`src/logic/lpo_defs.vh`:
```
`ifndef LPO_DEFS_VH
`define LPO_DEFS_VH
// Source codes for the current, next and initial source fields
`define LPO_SRC_FAST_RC 3'h0
`define LPO_SRC_FAST_RC_PLL 3'h1
`define LPO_SRC_PRIMARY 3'h2
`define LPO_SRC_PRIMARY_PLL 3'h3
`define LPO_SRC_SECONDARY 3'h4
`define LPO_SRC_LOW_POWER_RC 3'h5
// Oscillator control bit positions
`define LPO_CTRL_SWITCH_REQUEST 0
`define LPO_CTRL_SECONDARY_ALWAYS_ON 1
`define LPO_CTRL_PLL_LOCK 5
// Auxiliary clock control field positions
`define LPO_ACLK_MODE_HI 12
`define LPO_ACLK_MODE_LO 11
`define LPO_ACLK_REF_SELECT 12
`define LPO_ACLK_SOURCE_SELECT 13
// Auxiliary oscillator mode codes
`define LPO_AUX_MODE_OFF 2'h0
`define LPO_AUX_MODE_HS 2'h1
`define LPO_AUX_MODE_XT 2'h2
`define LPO_AUX_MODE_EC 2'h3
// Reference clock choices
`define LPO_REF_FAST_RC_PLL 2'h0
`define LPO_REF_AUX_OSC 2'h1
`define LPO_REF_PRIMARY 2'h2
// Reset values
`define LPO_ACLK_RESET 16'h0000
// PLL lock settle time in clock cycles
`define LPO_LOCK_CYCLES 8'h20
`endif

```
`src/logic/lpo_aux_decode.v`:
```
`default_nettype none
// Auxiliary mode and reference selection decode
module lpo_aux_decode (
  input wire [1:0] aux_osc_mode_in,
  input wire aux_ref_select_in,
  input wire ref_source_select_in,
  output reg aux_osc_enable_out,
  output reg aux_crystal_out,
  output reg aux_high_speed_out,
  output reg aux_external_out,
  output reg [1:0] ref_choice_out
);
`include "lpo_defs.vh"

  // Mode decode; every code has its own meaning
  always @* begin
    aux_crystal_out = 1'b0;
    aux_high_speed_out = 1'b0;
    aux_external_out = 1'b0;
    case (aux_osc_mode_in)
      `LPO_AUX_MODE_EC: aux_external_out = 1'b1;
      `LPO_AUX_MODE_XT: aux_crystal_out = 1'b1;
      `LPO_AUX_MODE_HS: aux_high_speed_out = 1'b1;
      default: aux_external_out = 1'b0;
    endcase
    aux_osc_enable_out = (aux_osc_mode_in != `LPO_AUX_MODE_OFF);
  end

  // Reference path: primary wins when both bits set
  always @* begin
    if (ref_source_select_in && aux_ref_select_in) begin
      ref_choice_out = `LPO_REF_PRIMARY;
    end else if (aux_ref_select_in) begin
      ref_choice_out = `LPO_REF_AUX_OSC;
    end else begin
      ref_choice_out = `LPO_REF_FAST_RC_PLL;
    end
  end
endmodule // lpo_aux_decode
`default_nettype wire

```
`src/logic/lpo_lock_timer.v`:
```
`default_nettype none
// Models PLL settle: flag clears on restart, sets after a fixed count
module lpo_lock_timer (
  input wire sys_clk_in,
  input wire reset_in,
  input wire restart_in,
  input wire pll_selected_in,
  output reg locked_out
);
`include "lpo_defs.vh"

  reg [7:0] count;

  // Restart wins over completion so a fresh switch is never reported locked
  always @(posedge sys_clk_in) begin
    if (reset_in) begin
      count <= 8'h00;
      locked_out <= 1'b0;
    end else if (restart_in || !pll_selected_in) begin
      count <= 8'h00;
      locked_out <= 1'b0;
    end else if (count == `LPO_LOCK_CYCLES) begin
      locked_out <= 1'b1;
    end else begin
      count <= count + 8'h01;
    end
  end
endmodule // lpo_lock_timer
`default_nettype wire

```
`src/logic/lpo_osc_enable.v`:
```
// Function
// - Secondary runs after reset when configured initial
// - Switch request to secondary enables it
// - Secondary off when unused or asleep
// - Always-on bit keeps secondary running
// - Sleep stops primary, fast and low-power RC
// - Low-power RC times timer, watchdog, monitor
// - Low-power RC as clock by config/switch
// - Low-power RC on at reset, kept past boot per timer config
// - Monitor, watchdog or selection keep low-power RC
// - Otherwise off after power-up timer expires
// - In sleep low-power RC only with watchdog
// - Low-power RC ready at once when enabled
// - Auxiliary mode field decode, reset disabled
// - Reference select bit picks auxiliary oscillator
// - Default reference is fast RC through PLL
// - Both bits select primary as reference
// - Read-only lock flag cleared on PLL switch
`default_nettype none
module lpo_osc_enable (
  input wire sys_clk_in,
  input wire reset_in,
  input wire [2:0] initial_source_cfg_in,
  input wire [2:0] power_up_time_cfg_in,
  input wire [2:0] next_source_in,
  input wire switch_request_in,
  input wire secondary_always_on_in,
  input wire [15:0] aux_clock_control_in,
  input wire aux_clock_control_write_in,
  input wire sleep_in,
  input wire watchdog_enable_in,
  input wire clock_fail_monitor_enable_in,
  input wire power_up_timer_expired_in,
  input wire source_ready_in,
  output reg [2:0] current_source_out,
  output wire switch_busy_out,
  output wire pll_lock_out,
  output reg secondary_osc_enable_out,
  output reg low_power_rc_osc_enable_out,
  output wire low_power_rc_osc_ready_out,
  output wire low_power_rc_timebase_out,
  output reg primary_osc_enable_out,
  output reg fast_rc_osc_enable_out,
  output wire pll_enable_out,
  output wire auxiliary_osc_enable_out,
  output wire aux_crystal_out,
  output wire aux_high_speed_out,
  output wire aux_external_out,
  output wire [1:0] aux_ref_choice_out
);
`include "lpo_defs.vh"

  ////////////////////////////////////////////////////////////////////////////
  // Helpers

  // Source codes that route through the PLL
  function is_pll;
    input [2:0] src;
    begin
      is_pll = (src == `LPO_SRC_FAST_RC_PLL) || (src == `LPO_SRC_PRIMARY_PLL);
    end
  endfunction

  // Source codes that use the primary oscillator
  function is_primary;
    input [2:0] src;
    begin
      is_primary = (src == `LPO_SRC_PRIMARY) || (src == `LPO_SRC_PRIMARY_PLL);
    end
  endfunction

  // Source codes that use the fast RC oscillator
  function is_fast_rc;
    input [2:0] src;
    begin
      is_fast_rc = (src == `LPO_SRC_FAST_RC) || (src == `LPO_SRC_FAST_RC_PLL);
    end
  endfunction

  // Source code of the secondary crystal
  function is_secondary;
    input [2:0] src;
    begin
      is_secondary = (src == `LPO_SRC_SECONDARY);
    end
  endfunction

  // Source code of the low-power RC
  function is_low_power_rc;
    input [2:0] src;
    begin
      is_low_power_rc = (src == `LPO_SRC_LOW_POWER_RC);
    end
  endfunction

  // A switch may end once the new source runs, and has locked if it goes through the PLL
  function switch_done;
    input [2:0] dest;
    input ready;
    input lock;
    begin
      switch_done = ready && (!is_pll(dest) || lock);
    end
  endfunction

  ////////////////////////////////////////////////////////////////////////////
  // Switch sequencing state

  // Binary state codes; the unused code falls back to idle
  localparam ST_BOOT = 2'h0;
  localparam ST_IDLE = 2'h1;
  localparam ST_WAIT = 2'h2;

  // Sequencer registers and decode results
  reg [1:0] state;
  reg [1:0] next_state;
  reg [2:0] target;
  reg [2:0] next_target;
  reg [2:0] next_current;
  reg [15:0] aux_control;
  reg power_up_timer_window;
  reg lock_restart;
  reg next_secondary_enable;
  reg next_low_power_rc_enable;
  reg next_primary_enable;
  reg next_fast_rc_enable;
  wire locked;
  wire switching;
  wire request_valid;

  assign switching = (state == ST_WAIT);
  assign switch_busy_out = switching;

  // A request naming the source already running is redundant and dropped
  assign request_valid = switch_request_in && (next_source_in != current_source_out);

  // Next-state logic; redundant requests are dropped, PLL targets wait for lock.
  // Boot loads the configured source once; idle takes requests; wait holds the
  // old source until the new one is usable. Requests seen while busy are lost,
  // so software has to watch the busy flag before it asks again.
  always @* begin
    next_state = state;
    next_target = target;
    next_current = current_source_out;
    lock_restart = 1'b0;
    case (state)
      ST_BOOT: begin
        next_current = initial_source_cfg_in;
        next_target = initial_source_cfg_in;
        lock_restart = 1'b1;
        next_state = ST_IDLE;
      end
      ST_IDLE: begin
        if (request_valid) begin
          next_target = next_source_in;
          // Every accepted switch drops the flag: a PLL target then counts again,
          // any other target leaves it clear, so an old lock never outlives a switch
          lock_restart = 1'b1;
          next_state = ST_WAIT;
        end
      end
      ST_WAIT: begin
        // Make before break: new source must be ready, and locked if PLL
        if (switch_done(target, source_ready_in, locked)) begin
          next_current = target;
          next_state = ST_IDLE;
        end
      end
      default: next_state = ST_IDLE;
    endcase
  end

  // State registers
  always @(posedge sys_clk_in) begin
    if (reset_in) begin
      state <= ST_BOOT;
      target <= `LPO_SRC_FAST_RC;
      current_source_out <= `LPO_SRC_FAST_RC;
    end else begin
      state <= next_state;
      target <= next_target;
      current_source_out <= next_current;
    end
  end

  ////////////////////////////////////////////////////////////////////////////
  // PLL lock flag

  // Lock counter runs only while the target uses the PLL
  lpo_lock_timer u_lock (
    .sys_clk_in(sys_clk_in),
    .reset_in(reset_in),
    .restart_in(lock_restart),
    .pll_selected_in(is_pll(target)),
    .locked_out(locked)
  );

  // Read-only: no write path, stays clear on non-PLL targets
  assign pll_lock_out = locked;
  // PLL runs while either end of a switch uses it
  assign pll_enable_out = is_pll(target) || is_pll(current_source_out);

  ////////////////////////////////////////////////////////////////////////////
  // Power-up window for the low-power RC

  // Window is set by reset and stays open past boot only when the timer value config is nonzero.
  // Expiry is a level from outside; the window never reopens without a reset
  always @(posedge sys_clk_in) begin
    if (reset_in) begin
      power_up_timer_window <= 1'b1;
    end else if (state == ST_BOOT) begin
      power_up_timer_window <= (power_up_time_cfg_in != 3'h0);
    end else if (power_up_timer_expired_in) begin
      power_up_timer_window <= 1'b0;
    end
  end

  ////////////////////////////////////////////////////////////////////////////
  // Oscillator enables

  // Wanted levels look at where the source is headed as well as where it is,
  // so the new oscillator starts before the old one is dropped
  always @* begin
    next_secondary_enable = 1'b0;
    next_low_power_rc_enable = 1'b0;
    next_primary_enable = 1'b0;
    next_fast_rc_enable = 1'b0;
    if (sleep_in) begin
      // Sleep keeps only the always-on secondary and the watchdog time base
      next_secondary_enable = secondary_always_on_in;
      next_low_power_rc_enable = watchdog_enable_in;
    end else begin
      next_secondary_enable = secondary_always_on_in
        || is_secondary(next_current)
        || is_secondary(next_target);
      next_low_power_rc_enable = clock_fail_monitor_enable_in
        || watchdog_enable_in
        || is_low_power_rc(next_current)
        || is_low_power_rc(next_target)
        || power_up_timer_window;
      next_primary_enable = is_primary(next_current) || is_primary(next_target);
      // Fast RC also runs through boot, before the configured source is known
      next_fast_rc_enable = is_fast_rc(next_current) || is_fast_rc(next_target)
        || (state == ST_BOOT);
    end
  end

  // Enables are registered so the pins never glitch during decode
  always @(posedge sys_clk_in) begin
    if (reset_in) begin
      secondary_osc_enable_out <= 1'b0;
      low_power_rc_osc_enable_out <= 1'b1;
      primary_osc_enable_out <= 1'b0;
      fast_rc_osc_enable_out <= 1'b1;
    end else begin
      secondary_osc_enable_out <= next_secondary_enable;
      low_power_rc_osc_enable_out <= next_low_power_rc_enable;
      primary_osc_enable_out <= next_primary_enable;
      fast_rc_osc_enable_out <= next_fast_rc_enable;
    end
  end

  // No start-up delay: ready follows the enable directly
  assign low_power_rc_osc_ready_out = low_power_rc_osc_enable_out;
  // Time base offered to timer, watchdog and fail monitor
  assign low_power_rc_timebase_out = low_power_rc_osc_enable_out;

  ////////////////////////////////////////////////////////////////////////////
  // Auxiliary clock control

  // Held copy; reset gives disabled mode and fast RC via PLL reference.
  // Bit 12 is both the mode's upper bit and the reference select, so crystal
  // and external modes route the auxiliary oscillator to the reference unless bit 13 selects primary
  always @(posedge sys_clk_in) begin
    if (reset_in) begin
      aux_control <= `LPO_ACLK_RESET;
    end else if (aux_clock_control_write_in) begin
      aux_control <= aux_clock_control_in;
    end
  end

  // Decode of the held word into mode flags and reference choice
  lpo_aux_decode u_aux (
    .aux_osc_mode_in(aux_control[`LPO_ACLK_MODE_HI:`LPO_ACLK_MODE_LO]),
    .aux_ref_select_in(aux_control[`LPO_ACLK_REF_SELECT]),
    .ref_source_select_in(aux_control[`LPO_ACLK_SOURCE_SELECT]),
    .aux_osc_enable_out(auxiliary_osc_enable_out),
    .aux_crystal_out(aux_crystal_out),
    .aux_high_speed_out(aux_high_speed_out),
    .aux_external_out(aux_external_out),
    .ref_choice_out(aux_ref_choice_out)
  );

endmodule // lpo_osc_enable
`default_nettype wire

```
`config.mk`:
```
export PLATFORM = sky130hd
export DESIGN_NAME = lpo_osc_enable
export DESIGN_NICKNAME = d
export VERILOG_FILES = /design/src/logic/lpo_aux_decode.v /design/src/logic/lpo_lock_timer.v /design/src/logic/lpo_osc_enable.v
export VERILOG_INCLUDE_DIRS = /design/src /design/src/logic
export SDC_FILE = /design/constraint.sdc
export NUM_CORES = 1
export LEC_CHECK = 0
export BUFFER_PORTS_ARGS = -buffer_cell sky130_fd_sc_hd__clkbuf_2
export CAP_MARGIN = 20
export CELL_PAD_IN_SITES_DETAIL_PLACEMENT = 0
export CELL_PAD_IN_SITES_GLOBAL_PLACEMENT = 1
export CORE_MARGIN = 5
export CORE_UTILIZATION = 31
export CTS_CLUSTER_DIAMETER = 80
export CTS_CLUSTER_SIZE = 10
export DETAILED_ROUTE_END_ITERATION = 7
export HOLD_SLACK_MARGIN = 0.02
export PLACE_DENSITY_LB_ADDON = 0.3
export RECOVER_POWER = 100
export SYNTH_ARGS = -nofsm -noshare
export SYNTH_HDL_FRONTEND = slang
export SYNTH_SLANG_ARGS = --single-unit
```
`constraint.sdc`:
```
create_clock -name sys_clk_in -period 1.7 [get_ports sys_clk_in]
set_input_delay 0.34 -clock sys_clk_in [delete_from_list [all_inputs] [get_ports sys_clk_in]]
set_output_delay 0.34 -clock sys_clk_in [all_outputs]
set_load 0.05 [all_outputs]
```
# [Word-level counts from Yosys, hierarchy flattened]
# Index checks and enable logic that the tools add are counted.
[classes] addsub=1 eq_ne=23 muxes=19 reduce_logical=31
[op_table] operator="3-bit by 2-bit equality test with 1-bit output (second input constant)" n=6
[op_table] operator="1-bit logical OR" n=18
[op_table] operator="3-bit by 1-bit equality test with 1-bit output (second input constant)" n=4
[op_table] operator="3-bit equality test (second input constant)" n=4
[op_table] operator="3-bit one-hot mux with 2 select lines" n=2
[op_table] operator="1-bit 2-to-1 mux" n=10
[op_table] operator="8-bit by 1-bit adder with 8-bit output (second input constant)" n=1
[op_table] operator="8-bit by 6-bit equality test with 1-bit output (second input constant)" n=1
[op_table] operator="2-bit equality test (second input constant)" n=3
[op_table] operator="3-bit logical NOT" n=2
[op_table] operator="2-bit 2-to-1 mux" n=3
[op_table] operator="3-bit 2-to-1 mux" n=2
[op_table] operator="2-bit by 1-bit equality test with 1-bit output (second input constant)" n=2
[op_table] operator="2-bit one-hot mux with 2 select lines" n=1
[op_table] operator="2-bit nonzero test" n=2
[op_table] operator="2-bit OR reduction" n=2
[op_table] operator="1-bit logical AND" n=3
[op_table] operator="3-bit != test" n=1
[op_table] operator="3-bit nonzero test" n=1
[op_table] operator="2-bit logical NOT" n=1
[op_table] operator="2-bit by 1-bit != test with 1-bit output (second input constant)" n=1
[op_table] operator="2-bit != test (second input constant)" n=1
[op_table] operator="1-bit one-hot mux with 2 select lines" n=1
[op_table] operator="2-bit AND reduction" n=1
[op_table] operator="1-bit logical NOT" n=1
[totals] register_bits=36 input_bits=35

# [Depth between registers and ports, before layout]
# Gate-level depths: netlist (run 1).
[depth] depth_word=12 mapped_depth=6 depth_no_buf=6

# [Modules after synthesis]
# A second synthesis (run 1) with hierarchy kept.
[unflattened] hier_cells=162 area_unflattened_um2=1390.1
[modules_own_cells] module="lpo_osc_enable" instances=1 cells_per_inst=107 area_per_inst_um2=895.9 seq_area_each_um2=320.3
[modules_own_cells] module="lpo_lock_timer" instances=1 cells_per_inst=49 area_per_inst_um2=452.9 seq_area_each_um2=180.2
[modules_own_cells] module="lpo_aux_decode" instances=1 cells_per_inst=6 area_per_inst_um2=41.3 seq_area_each_um2=0.0

# [Least setup slack after synthesis (run 1)]
# No wires, ideal clock.
[synth_path] kind="register to output" from="reg current_source_out[0]" to="out pll_enable_out" arrival_time_ns=1.862 required_ns=1.360 slack_ns=-0.502 path_stages_with_launch=3 path_buffers=0 path_cell_list="dfxtp_1 -> inv_1 -> o21ai_0"
[synth_between] elab_chain_cells=3 word_cells_on_any_way=4
[synth_rtl] element="start, declared" line_no="lpo_osc_enable.v:35" source="output reg [2:0] current_source_out,"
[synth_rtl] element="start signal, assigned" line_no="lpo_osc_enable.v:178" source="current_source_out <= `LPO_SRC_FAST_RC;"
[synth_rtl] element="start signal, assigned" line_no="lpo_osc_enable.v:182" source="current_source_out <= next_current;"
[synth_rtl] element="3-bit by 1-bit equality test with 1-bit output (no line) / 3-bit by 2-bit equality test with 1-bit output (equally long branches)"
[synth_rtl] element="1-bit logical OR *" line_no="lpo_osc_enable.v:60" source="is_pll = (src == `LPO_SRC_FAST_RC_PLL) || (src == `LPO_SRC_PRIMARY_PLL);"
[synth_rtl] element="1-bit logical OR *" line_no="lpo_osc_enable.v:201" source="assign pll_enable_out = is_pll(target) || is_pll(current_source_out);"
[synth_rtl] element="end, declared" line_no="lpo_osc_enable.v:44" source="output wire pll_enable_out,"
# Mark *: on every way between the ends. The rest lies on a longest branch, timed or not.

# [Worst setup path after layout (run 1)]
[layout_path] from="reg current_source_out[1]" to="reg fast_rc_osc_enable_out"
[layout_between] elab_chain_cells=9 word_cells_on_any_way=15
[layout_rtl] element="3-bit != test" line_no="lpo_osc_enable.v:135" source="assign request_valid = switch_request_in && (next_source_in != current_source_out);"
[layout_rtl] element="1-bit logical AND" line_no="lpo_osc_enable.v:135"
[layout_rtl] element="3-bit 2-to-1 mux" line_no="lpo_osc_enable.v:154" source="if (request_valid) begin"
[layout_rtl] element="3-bit one-hot mux with 2 select lines" line_no="lpo_osc_enable.v:146" source="case (state)"
[layout_rtl] element="3-bit by 1-bit equality test with 1-bit output (no line) / 3-bit logical NOT (equally long branches)"
[layout_rtl] element="1-bit logical OR" line_no="lpo_osc_enable.v:76" source="is_fast_rc = (src == `LPO_SRC_FAST_RC) || (src == `LPO_SRC_FAST_RC_PLL);"
[layout_rtl] element="1-bit logical OR *" line_no="lpo_osc_enable.v:243" source="next_fast_rc_enable = is_fast_rc(next_current) || is_fast_rc(next_target)"
[layout_rtl] element="1-bit logical OR *" line_no="lpo_osc_enable.v:244" source="|| (state == ST_BOOT);"
[layout_rtl] element="1-bit 2-to-1 mux *" line_no="lpo_osc_enable.v:228" source="if (sleep_in) begin"
[layout_rtl] element="end signal, assigned" line_no="lpo_osc_enable.v:259" source="fast_rc_osc_enable_out <= next_fast_rc_enable;"
[layout_rtl] element="end, declared" line_no="lpo_osc_enable.v:43" source="output reg fast_rc_osc_enable_out,"
# Marks and branches as above.
# A chain may end at the register's enable or synchronous reset.

==> qor.txt, run 1 <==
status: complete, no violations
htree depth: 1
cell family with most CP delay: compound AO/OA/AOI/OAI gates
Async SR Flop Fraction: 0%
Critical Path AT: 1.85 ns
Peak supply drop: 0.397 mV
finished layout cell area: 1880 µm²
vias: 1314
RSZ-0062 raised after global routing: yes
CTS Buf Count: 3
maximum capacitance violations: 0
Final min period: 1.69 ns
post-synthesis cell area: 1340 µm²
crit-path cells: xor2_4, o31ai_1, nor4b_4, nor2_2, a311o_2
Compound-Gate Fraction of Synth Area: 19.3%
headroom to the max-slew limit: 60.1%
fillers: 417
Reg clk slew, reported paths: 0.09 ns
mux share of post-synthesis cell area: 4.49%
initial antenna violation count: 0
clk root buf: clkbuf_8
yosys warns: 0
pin count of the biggest net entering global routing: 16
crit-path max FO: 4
Crit Path Category: register to register
register area share after synthesis: 37.4%
average via count per standard cell: 5.11
die height: 75.7 µm
post-synthesis simple-gate area fraction: 25.0%
Area Overhead vs Synth: 40.7%
Worst setup EP type: register
Post-synth EDFFs: 0
register bit total from synthesis: 25
critical path endpoint: fast_rc_osc_enable_out$_SDFF_PP1_
GRT Total Usage: 13.1%
Final period util: 99.3%
Levels on crit path: 5
Worst Slack Setup Final: 0.0121 ns
1st-iter DRT viols: 40
FF-to-FF path depth: 5
Lkg Pwr: 0.792 nW
cts hold-fix bufs: 0
Finished Layout Cells: 257
Clock Path Buffers: 2
Synth Area in XOR/XNOR: 6.54%
DR WL/cell: 13.4 µm
GP Congestion: 0.876
Rows: 23
Post-Syn Instances: 150
Worst-Skew Late Latency: 0.27 ns
first-pass GRT wire length: 5.95 mm
die area: 5730 µm²
Required @ worst endpoint: 1.86 ns
DPL Wire Length: 2.71 mm
area post-placement: 1730 µm²
Top Ports: 53
DR pass1 iterations: 4
Worst Clk Skew: 0.00355 ns
Core Box Area: 4090 µm²
Buf/Inv on CP: 0
Finish-stage setup viols: 0
reg2reg setup slack: 0.01 ns
maximum operating frequency: 592 MHz
post-synth top area cell: dfxtp_1
Slew @ Worst Pin: 0.601 ns
Critical Path Start Type: register
Avg Cell Area, Syn: 8.93 µm²
n_diodes: 0
ys flop type: dfxtp_1
nets: 245
dpl cells: 251
Post-Syn Nets: 187
top cell type's share of synthesized area: 37.4%
RR Endpoint: fast_rc_osc_enable_out$_SDFF_PP1_
R2R Path Start: current_source_out[1]$_SDFF_PP0_
Fin Setup TNS: 0 ns
Remaining Overflow, GRT: 0
synth top area cells: dfxtp_1 37%, nor2_1 6.7%, mux2i_1 4.5%
final core utilization: 46.1%
antenna-violating nets left: 0
Slew Limit Fails: 0
Final Hold Viols: 0
CTS sink count: 25
final WL: 3.46 mm
Register Area: 513 µm²
CP max stage delay: 0.37 ns
vias in the first global route: 1302
CTS tree: built
Post-Synth Adder-Cell Area: 1.87%
port bufs: 39
pwr/cell area: 814 nW/µm²
Place WS: -0.203 ns
Hold WC Path Type: input pin to register
post-synthesis cell type count: 51
top-count cell post-synth: dfxtp_1
Die X: 75.7 µm
share of cells above drive strength 1: 38.2%
crit path from: current_source_out[1]$_SDFF_PP0_
most frequent cells after synthesis: 25 x dfxtp_1, 24 x nor2_1, 8 x inv_1
Initial Util: 32.8%
Multi-input gate area: 885 µm²
# DRC: 0
largest family of logic cells by synthesized area: simple AND/OR/NAND/NOR gates
slowest CP cell: dfxtp_4
## power breakdown
part	internal, mW	switching (mW)
logic	0.202	0.323
registers	0.621	0.0301
clock network	0.167	0.191
total	0.991	0.543
## flip-flops by register name, summed over array words and instances (netlist names)
| signal | cells |
|---|---|
| u_lock.count | 8 |
| state | 2 |
| u_lock.locked_out | 1 |
| low_power_rc_osc_enable_out | 1 |
| current_source_out | 3 |
| fast_rc_osc_enable_out | 1 |
| aux_control | 3 |
| secondary_osc_enable_out | 1 |
| target | 3 |
| primary_osc_enable_out | 1 |
| power_up_timer_window | 1 |
## cells in the final DEF (no fill, tap or decap), types with 3 or more instances in the layout
master,Yosys,layout
nor3_1,5,4
nor2_1,24,23
a31oi_1,3,3
and3_1,3,3
xnor2_1,5,5
nor2b_1,7,6
clkbuf_8,0,3
nand2_1,6,6
dfxtp_1,25,21
clkbuf_1,1,8
mux2i_1,6,5
inv_1,8,8
buf_4,2,19
clkbuf_2,0,31
dfxtp_4,0,3
## how the worst min path moves through the flow
stage | from | to | depth (start not counted)
2_1_floorplan | sleep_in | primary_osc_enable_out$_SDFF_PP0_ | 1
3_3_place_gp | aux_control[13]$_SDFFE_PP0P_ | aux_control[13]$_SDFFE_PP0P_ | 2
3_5_place_dp | aux_control[13]$_SDFFE_PP0P_ | aux_control[13]$_SDFFE_PP0P_ | 2
4_1_cts | power_up_time_cfg_in[2] | power_up_timer_window$_SDFFE_PP1P_ | 3
5_1_grt | power_up_time_cfg_in[2] | power_up_timer_window$_SDFFE_PP1P_ | 3
6_report | power_up_time_cfg_in[2] | power_up_timer_window$_SDFFE_PP1P_ | 3
## cells by family (layout without fill, tap and decap cells)
family,after synthesis,count (layout)
AO/OA/AOI/OAI,29,29
flip-flops,25,25
buffers and inverters,15,72
AND/OR/NAND/NOR,63,63
adder cells (fa/ha/maj),2,2
multiplexers,6,6
XOR/XNOR,10,10
## cell type report
| class | count | share of cell area (%) |
|---|---|---|
| Multi-Input combinational cell | 110 | 46.9 |
| Sequential cell | 25 | 27.2 |
| Timing Repair Buffer | 60 | 18.4 |
| Tap cell | 50 | 3.32 |
| Clock buffer | 3 | 2.19 |
| Inverter | 8 | 1.59 |
| Clock inverter | 1 | 0.332 |
## worst reg2reg max path, delay by kind of cell, from the launching register on
kind	cells	cell delay, ns
AOI/OAI and AO/OA	2	0.62
and+or+nand+nor	2	0.42
DFF	1	0.37
xor gates and xnor gates	1	0.18
## what timing repair did
item | 4_1_cts | 5_1_grt
endpoints found under the setup margin | 7 | 6
pin swaps | 4 | 4
buffers inserted | 1 | 1
gates resized for setup | 10 | 8
## metrics by stage
step	hold WS, ns	power [mW]
2_1_floorplan	0.416	0.977
3_3_place_gp	0.494	1.13
3_5_place_dp	0.520	1.14
4_1_cts	0.274	1.54
5_1_grt	0.278	1.63
6_report	0.276	1.53
## per-layer routing
metal  GRT usage, %  routed length (µm)  vias to the layer above
met2           21.2                1650                       42
met3           3.17                 200                        2
met5              0                   0                        -
met1           18.2                1590                      621
li1               -                   -                      649
met4           1.94                  13                        0
Note: power is estimated with default switching activity, not from simulation.
==> run 2, diff against run 1 <==
- CORE_ASPECT_RATIO: default -> 1.4
==> run 2 against run 1 <==
  * The flow now finishes with violations (setup timing)
  * Register-to-register slack got worse by 0.02 ns
  * Via count fell by 0.46%
  * Maximum frequency fell by 1.2%
  * Combinational power rose by 5.0%
  * Highest routed layer unchanged
==> qor.txt, run 2 (synthesized netlist as in run 1, its figures left out) <==
Worst-Skew Late Latency: 0.27 ns (about the same)
Finished Layout Cells: 252 (-1.9%)
CTS sink count: 25 (unchanged)
crit path from: current_source_out[0]$_SDFF_PP0_
maximum capacitance violations: 0 (unchanged)
Finish-stage setup viols: 1 (+1)
initial antenna violation count: 0 (unchanged)
antenna-violating nets left: 0 (unchanged)
Final min period: 1.71 ns (+0.0209 ns)
Area Overhead vs Synth: 45.4%
CTS tree: built
pwr/cell area: 806 nW/µm² (-0.99%)
Worst Clk Skew: 0.00477 ns (+0.00122 ns)
max reg flops: 8 (unchanged)
Lkg Pwr: 0.803 nW (+1.4%)
average via count per standard cell: 5.19 (+1.5%)
die area: 5750 µm² (+0.33%)
Hold Crit Start: power_up_time_cfg_in[2]
Fin Setup TNS: -0.00885 ns (-0.00885 ns)
Peak supply drop: 0.401 mV (+0.98%)
port bufs: 39 (unchanged)
Required @ worst endpoint: 1.88 ns (+0.02 ns)
Biggest register: u_lock.count
GRT Total Usage: 12.9% (-0.26 points)
R2R Path Start: current_source_out[0]$_SDFF_PP0_
Die X: 65.5 µm (-13%)
Critical Path Start Type: register
Slew @ Worst Pin: 0.610 ns (+0.00858 ns)
1st-iter DRT viols: 40 (unchanged)
final WL: 3.63 mm (+5.0%)
DR WL/cell: 14.4 µm (+7.1%)
pin count of the biggest net entering global routing: 16 (unchanged)
final core utilization: 46.3% (+0.20 points)
vias: 1308 (-0.46%)
DR pass1 iterations: 4 (unchanged)
Reg clk slew, reported paths: 0.09 ns (about the same)
headroom to the max-slew limit: 59.5% (-0.57 points)
cts hold-fix bufs: 0 (unchanged)
Worst Slack Setup Final: -0.00885 ns (-0.0209 ns)
most frequent cells in the layout: 31 x clkbuf_2, 23 x nor2_1, 19 x buf_4
worst hold slack: 0.285 ns (+0.00875 ns)
GP Congestion: 0.800 (-8.7%)
total chip power: 1.57 mW (+2.3%)
Core Box Area: 4200 µm² (+2.9%)
maximum operating frequency: 585 MHz (-1.2%)
DPL Wire Length: 2.88 mm (+6.0%)
dpl cells: 247 (-1.6%)
Top Ports: 53 (unchanged)
failing checks: setup timing
Remaining Overflow, GRT: 0 (unchanged)
Final period util: 101% (+1.2 points)
first-pass GRT wire length: 5.89 mm (-0.92%)
Worst setup EP type: register
share of cells above drive strength 1: 42.5% (+4.3 points)
Critical Path AT: 1.89 ns (+0.04 ns)
clk root buf: clkbuf_8
# DRC: 0 (unchanged)
Clock Path Buffers: 2 (unchanged)
nets: 245 (unchanged)
most common cell after layout, fill and taps aside: clkbuf_2
n_diodes: 0 (unchanged)
Crit Path Category: register to register
Slew Limit Fails: 0 (unchanged)
CTS Buf Count: 3 (unchanged)
RSZ-0062 raised after global routing: yes
Initial Util: 31.8% (-0.92 points)
crit-path max FO: 5 (+1)
htree depth: 1 (unchanged)
Final Hold Viols: 0 (unchanged)
status: complete, but fails checks
die height: 87.8 µm (+16%)
Rows: 28 (+22%)
Hold WC Path Type: input pin to register
fillers: 421 (+0.96%)
vias in the first global route: 1308 (+0.46%)
-- run 2: changes by cell type in the layout (fill, tap and decap cells not counted), moves of 3 or more --
| cell | before | now |
|---|---|---|
| nor3_1 | 4 | 1 |
| nor3_2 | 1 | 4 |
| dfxtp_1 | 21 | 18 |
| dfxtp_2 | 1 | 4 |
-- run 2: what timing repair did --
action,CTS,global route
endpoints found under the setup margin,7,8
pin swaps,3,7
resized for setup,13,15
setup buffers,1,1
-- run 2: path summary, 6_finish.rpt --
path | cells after the start | to | slack (ns)
max | 6 | secondary_osc_enable_out$_SDFF_PP0_ | -0.009
max reg2reg | 6 | secondary_osc_enable_out$_SDFF_PP0_ | -0.009
min | 3 | power_up_timer_window$_SDFFE_PP1P_ | 0.29
min reg2reg | 2 | aux_control[11]$_SDFFE_PP0P_ | 0.55
-- run 2: metal layers --
layer	GRT usage, %	routed length (µm)	share of wire, %
met2	24.4	2030	56
met1	14.5	1440	40
met5	0	0	0
met3	2.44	140	3.9
met4	3.40	19	0.52
-- run 2: cell type report --
class                           instances  area [µm²]  share of cell area [%]
Clock buffer                            3        41.3                    2.12
Clock inverter                          1        6.26                   0.321
Inverter                                8        30.0                    1.54
Multi-Input combinational cell        110         953                    49.0
Sequential cell                        25         517                    26.5
Tap cell                               45        56.3                    2.89
Timing Repair Buffer                   60         343                    17.6
-- run 2: through the flow --
step	setup slack [ns]	instance area (µm²)
after detailed placement	-0.225	1730
after floorplan	0.00995	1370
after global placement	-0.171	1730
after global routing	-0.0595	1950
final	-0.00885	1950
after CTS	-0.0547	1870
-- run 2: critical path: stages, from the launching register on --
cell      delay, ns
dfxtp_4        0.38
xor2_4         0.26
o31ai_4        0.13
buf_6          0.14
a311oi_4       0.38
nand2_1        0.12
o32ai_2        0.22
-- run 2: power breakdown --
part / switching [mW] / internal (mW) / leakage (nW)
clock: 0.192 / 0.167 / 0.0260
combinational: 0.336 / 0.215 / 0.569
sequential: 0.0370 / 0.623 / 0.208
total: 0.565 / 1.00 / 0.803
==> run 3, diff against run 2 <==
- PLACE_DENSITY: default -> 0.82
- PLACE_DENSITY_LB_ADDON: 0.3 -> default
- SETUP_SLACK_MARGIN: default -> 0.1
==> run 3 against run 2 <==
  * The flow still finishes with violations (setup timing)
  * Non-clock buffer count rose by 5
  * Count of clock-buffer cells in the layout unchanged
  * Sequential cell count is the same
  * Worst setup slack got worse by 0.029 ns
  * Maximum frequency is 1.7% lower
  * Final area up 5.8%
  * Total power up 1.4%
  * Register-to-register slack got worse by 0.03 ns
  * Core utilization up 2.7 points
  * First-iteration DRC count increased by 13%
  * Sequential share of layout area fell by 1.4 points
==> qor.txt, run 3 (synthesized netlist as in run 1, its figures left out) <==
Lkg Pwr: 0.865 nW (+7.7%)
Worst setup EP type: register
port bufs: 39 (unchanged)
final WL: 3.63 mm (-0.11%)
Biggest register: u_lock.count
most frequent cells in the layout: 37 x clkbuf_2, 23 x buf_4, 19 x dfxtp_1
n_diodes: 0 (unchanged)
DR pass1 iterations: 4 (unchanged)
failing checks: setup timing
DR WL/cell: 14.1 µm (-2.1%)
fillers: 403 (-4.3%)
1st-iter DRT viols: 45 (+13%)
GP Congestion: 0.813 (+1.6%)
Die X: 65.5 µm (unchanged)
Slew Limit Fails: 0 (unchanged)
average via count per standard cell: 5.07 (-2.4%)
Remaining Overflow, GRT: 0 (unchanged)
nets: 250 (+2.0%)
Required @ worst endpoint: 1.86 ns (-0.02 ns)
antenna-violating nets left: 0 (unchanged)
Area Overhead vs Synth: 53.8%
Fin Setup TNS: -0.0744 ns (-0.0656 ns)
maximum operating frequency: 575 MHz (-1.7%)
Flop pwr share: 41.2% (-0.8 points)
Register Area: 518 µm² (+0.24%)
Worst-Skew Late Latency: 0.27 ns (about the same)
Core Box Area: 4200 µm² (unchanged)
crit-path cells: xor2_4, o31ai_1, nor4b_2, nor2_1, a311o_2
Crit Path Category: register to register
htree depth: 1 (unchanged)
RSZ-0062 raised after global routing: yes
total chip power: 1.59 mW (+1.4%)
Reg clk slew, reported paths: 0.09 ns (about the same)
slowest CP cell: a311o_2
Critical Path AT: 1.90 ns (about the same)
clock group share of total power: 22.5% (-0.4 points)
area post-placement: 1820 µm² (+5.4%)
first-pass GRT wire length: 5.86 mm (-0.58%)
CP max stage delay: 0.38 ns (about the same)
status: complete, but fails checks
crit-path max FO: 4 (-1)
Finish-stage setup viols: 4 (+3)
Final period util: 102% (+1.7 points)
CTS tree: built
Rows: 28 (unchanged)
Sw Pwr: 0.560 mW (-0.86%)
most common cell after layout, fill and taps aside: clkbuf_2
Initial Util: 31.8% (unchanged)
maximum capacitance violations: 0 (unchanged)
headroom to the max-slew limit: 76.5% (+17 points)
Hold WC Path Type: input pin to register
CTS sink count: 25 (unchanged)
Sw Ratio: 35.2% (-0.80 points)
Top Ports: 53 (unchanged)
vias in the first global route: 1269 (-3.0%)
initial antenna violation count: 0 (unchanged)
# DRC: 0 (unchanged)
Peak supply drop: 0.396 mV (-1.3%)
GRT Total Usage: 12.9% (about the same)
Clock Path Buffers: 2 (unchanged)
Worst Slack Setup Final: -0.0379 ns (-0.0290 ns)
Slew @ Worst Pin: 0.352 ns (-0.258 ns)
die area: 5750 µm² (unchanged)
vias: 1302 (-0.46%)
dpl cells: 250 (+1.2%)
Worst Clk Skew: 0.00228 ns (-0.00249 ns)
Final Hold Viols: 0 (unchanged)
Final min period: 1.74 ns (+0.0290 ns)
pwr/cell area: 773 nW/µm² (-4.1%)
finished layout cell area: 2060 µm² (+5.8%)
Pint: 1.03 mW (+2.7%)
clk root buf: clkbuf_8
die height: 87.8 µm (unchanged)
share of cells above drive strength 1: 50.0% (+7.5 points)
final core utilization: 49.0% (+2.7 points)
DPL Wire Length: 2.85 mm (-1.0%)
pin count of the biggest net entering global routing: 16 (unchanged)
Finished Layout Cells: 257 (+2.0%)
Critical Path Start Type: register
CTS Buf Count: 3 (unchanged)
Multi-input gate area: 980 µm² (+2.8%)
max reg flops: 8 (unchanged)
combinational power share: 36.3% (+1.2 points)
cts hold-fix bufs: 0 (unchanged)
## run 3: path summary, 6_finish.rpt
kind	from	to	slack, ns	cells after the start
hold reg to reg	aux_control[13]$_SDFFE_PP0P_	aux_control[13]$_SDFFE_PP0P_	0.53	2
hold / removal	power_up_time_cfg_in[2]	power_up_timer_window$_SDFFE_PP1P_	0.27	3
setup reg to reg	current_source_out[1]$_SDFF_PP0_	fast_rc_osc_enable_out$_SDFF_PP1_	-0.04	5
setup / recovery	current_source_out[1]$_SDFF_PP0_	fast_rc_osc_enable_out$_SDFF_PP1_	-0.04	5
## run 3: cell type report
type                       count  share of cell area, %
sequential                    25                   25.2
inverter                       8                   1.46
tap                           45                   2.73
clock buffer                   3                   2.00
clock inverter                 1                  0.304
multi-input combinational    110                   47.6
timing repair buffer          65                   20.8
## run 3: power groups by stage
stage | Sequential, mW | Clock, mW | Combinational (mW)
6_report | 0.656 | 0.358 | 0.578
5_1_grt | 0.662 | 0.398 | 0.617
4_1_cts | 0.655 | 0.376 | 0.523
3_5_place_dp | 0.668 | 0 | 0.501
3_3_place_gp | 0.668 | 0 | 0.497
2_1_floorplan | 0.725 | 0 | 0.266
## run 3: worst max-delay path: cells and delay by family (launching register included)
| family | cells | cell delay [ns] |
|---|---|---|
| xor+xnor | 1 | 0.17 |
| simple gates | 2 | 0.49 |
| compound gates | 2 | 0.60 |
| flops | 1 | 0.37 |
## run 3: layer usage
metal	up-vias	track usage [%]	share of wire [%]
met1	611	15.3	41
met5	-	0	0
li1	662	-	-
met2	23	23.3	53
met3	6	2.18	3.5
met4	0	4.15	1.8
## run 3: per-stage QoR
step | hold slack (ns) | worst slack, ns
after floorplan | 0.416 | 0.0371
after global placement | 0.500 | -0.154
after detailed placement | 0.519 | -0.163
after CTS | 0.258 | -0.00935
after global routing | 0.282 | -0.118
final | 0.266 | -0.0379
## run 3: timing repair
item | 4_1_cts | 5_1_grt
cloned | 0 | 1
setup buffers | 1 | 1
setup endpoints to repair | 16 | 18
pin swaps | 3 | 8
resized for setup | 6 | 29
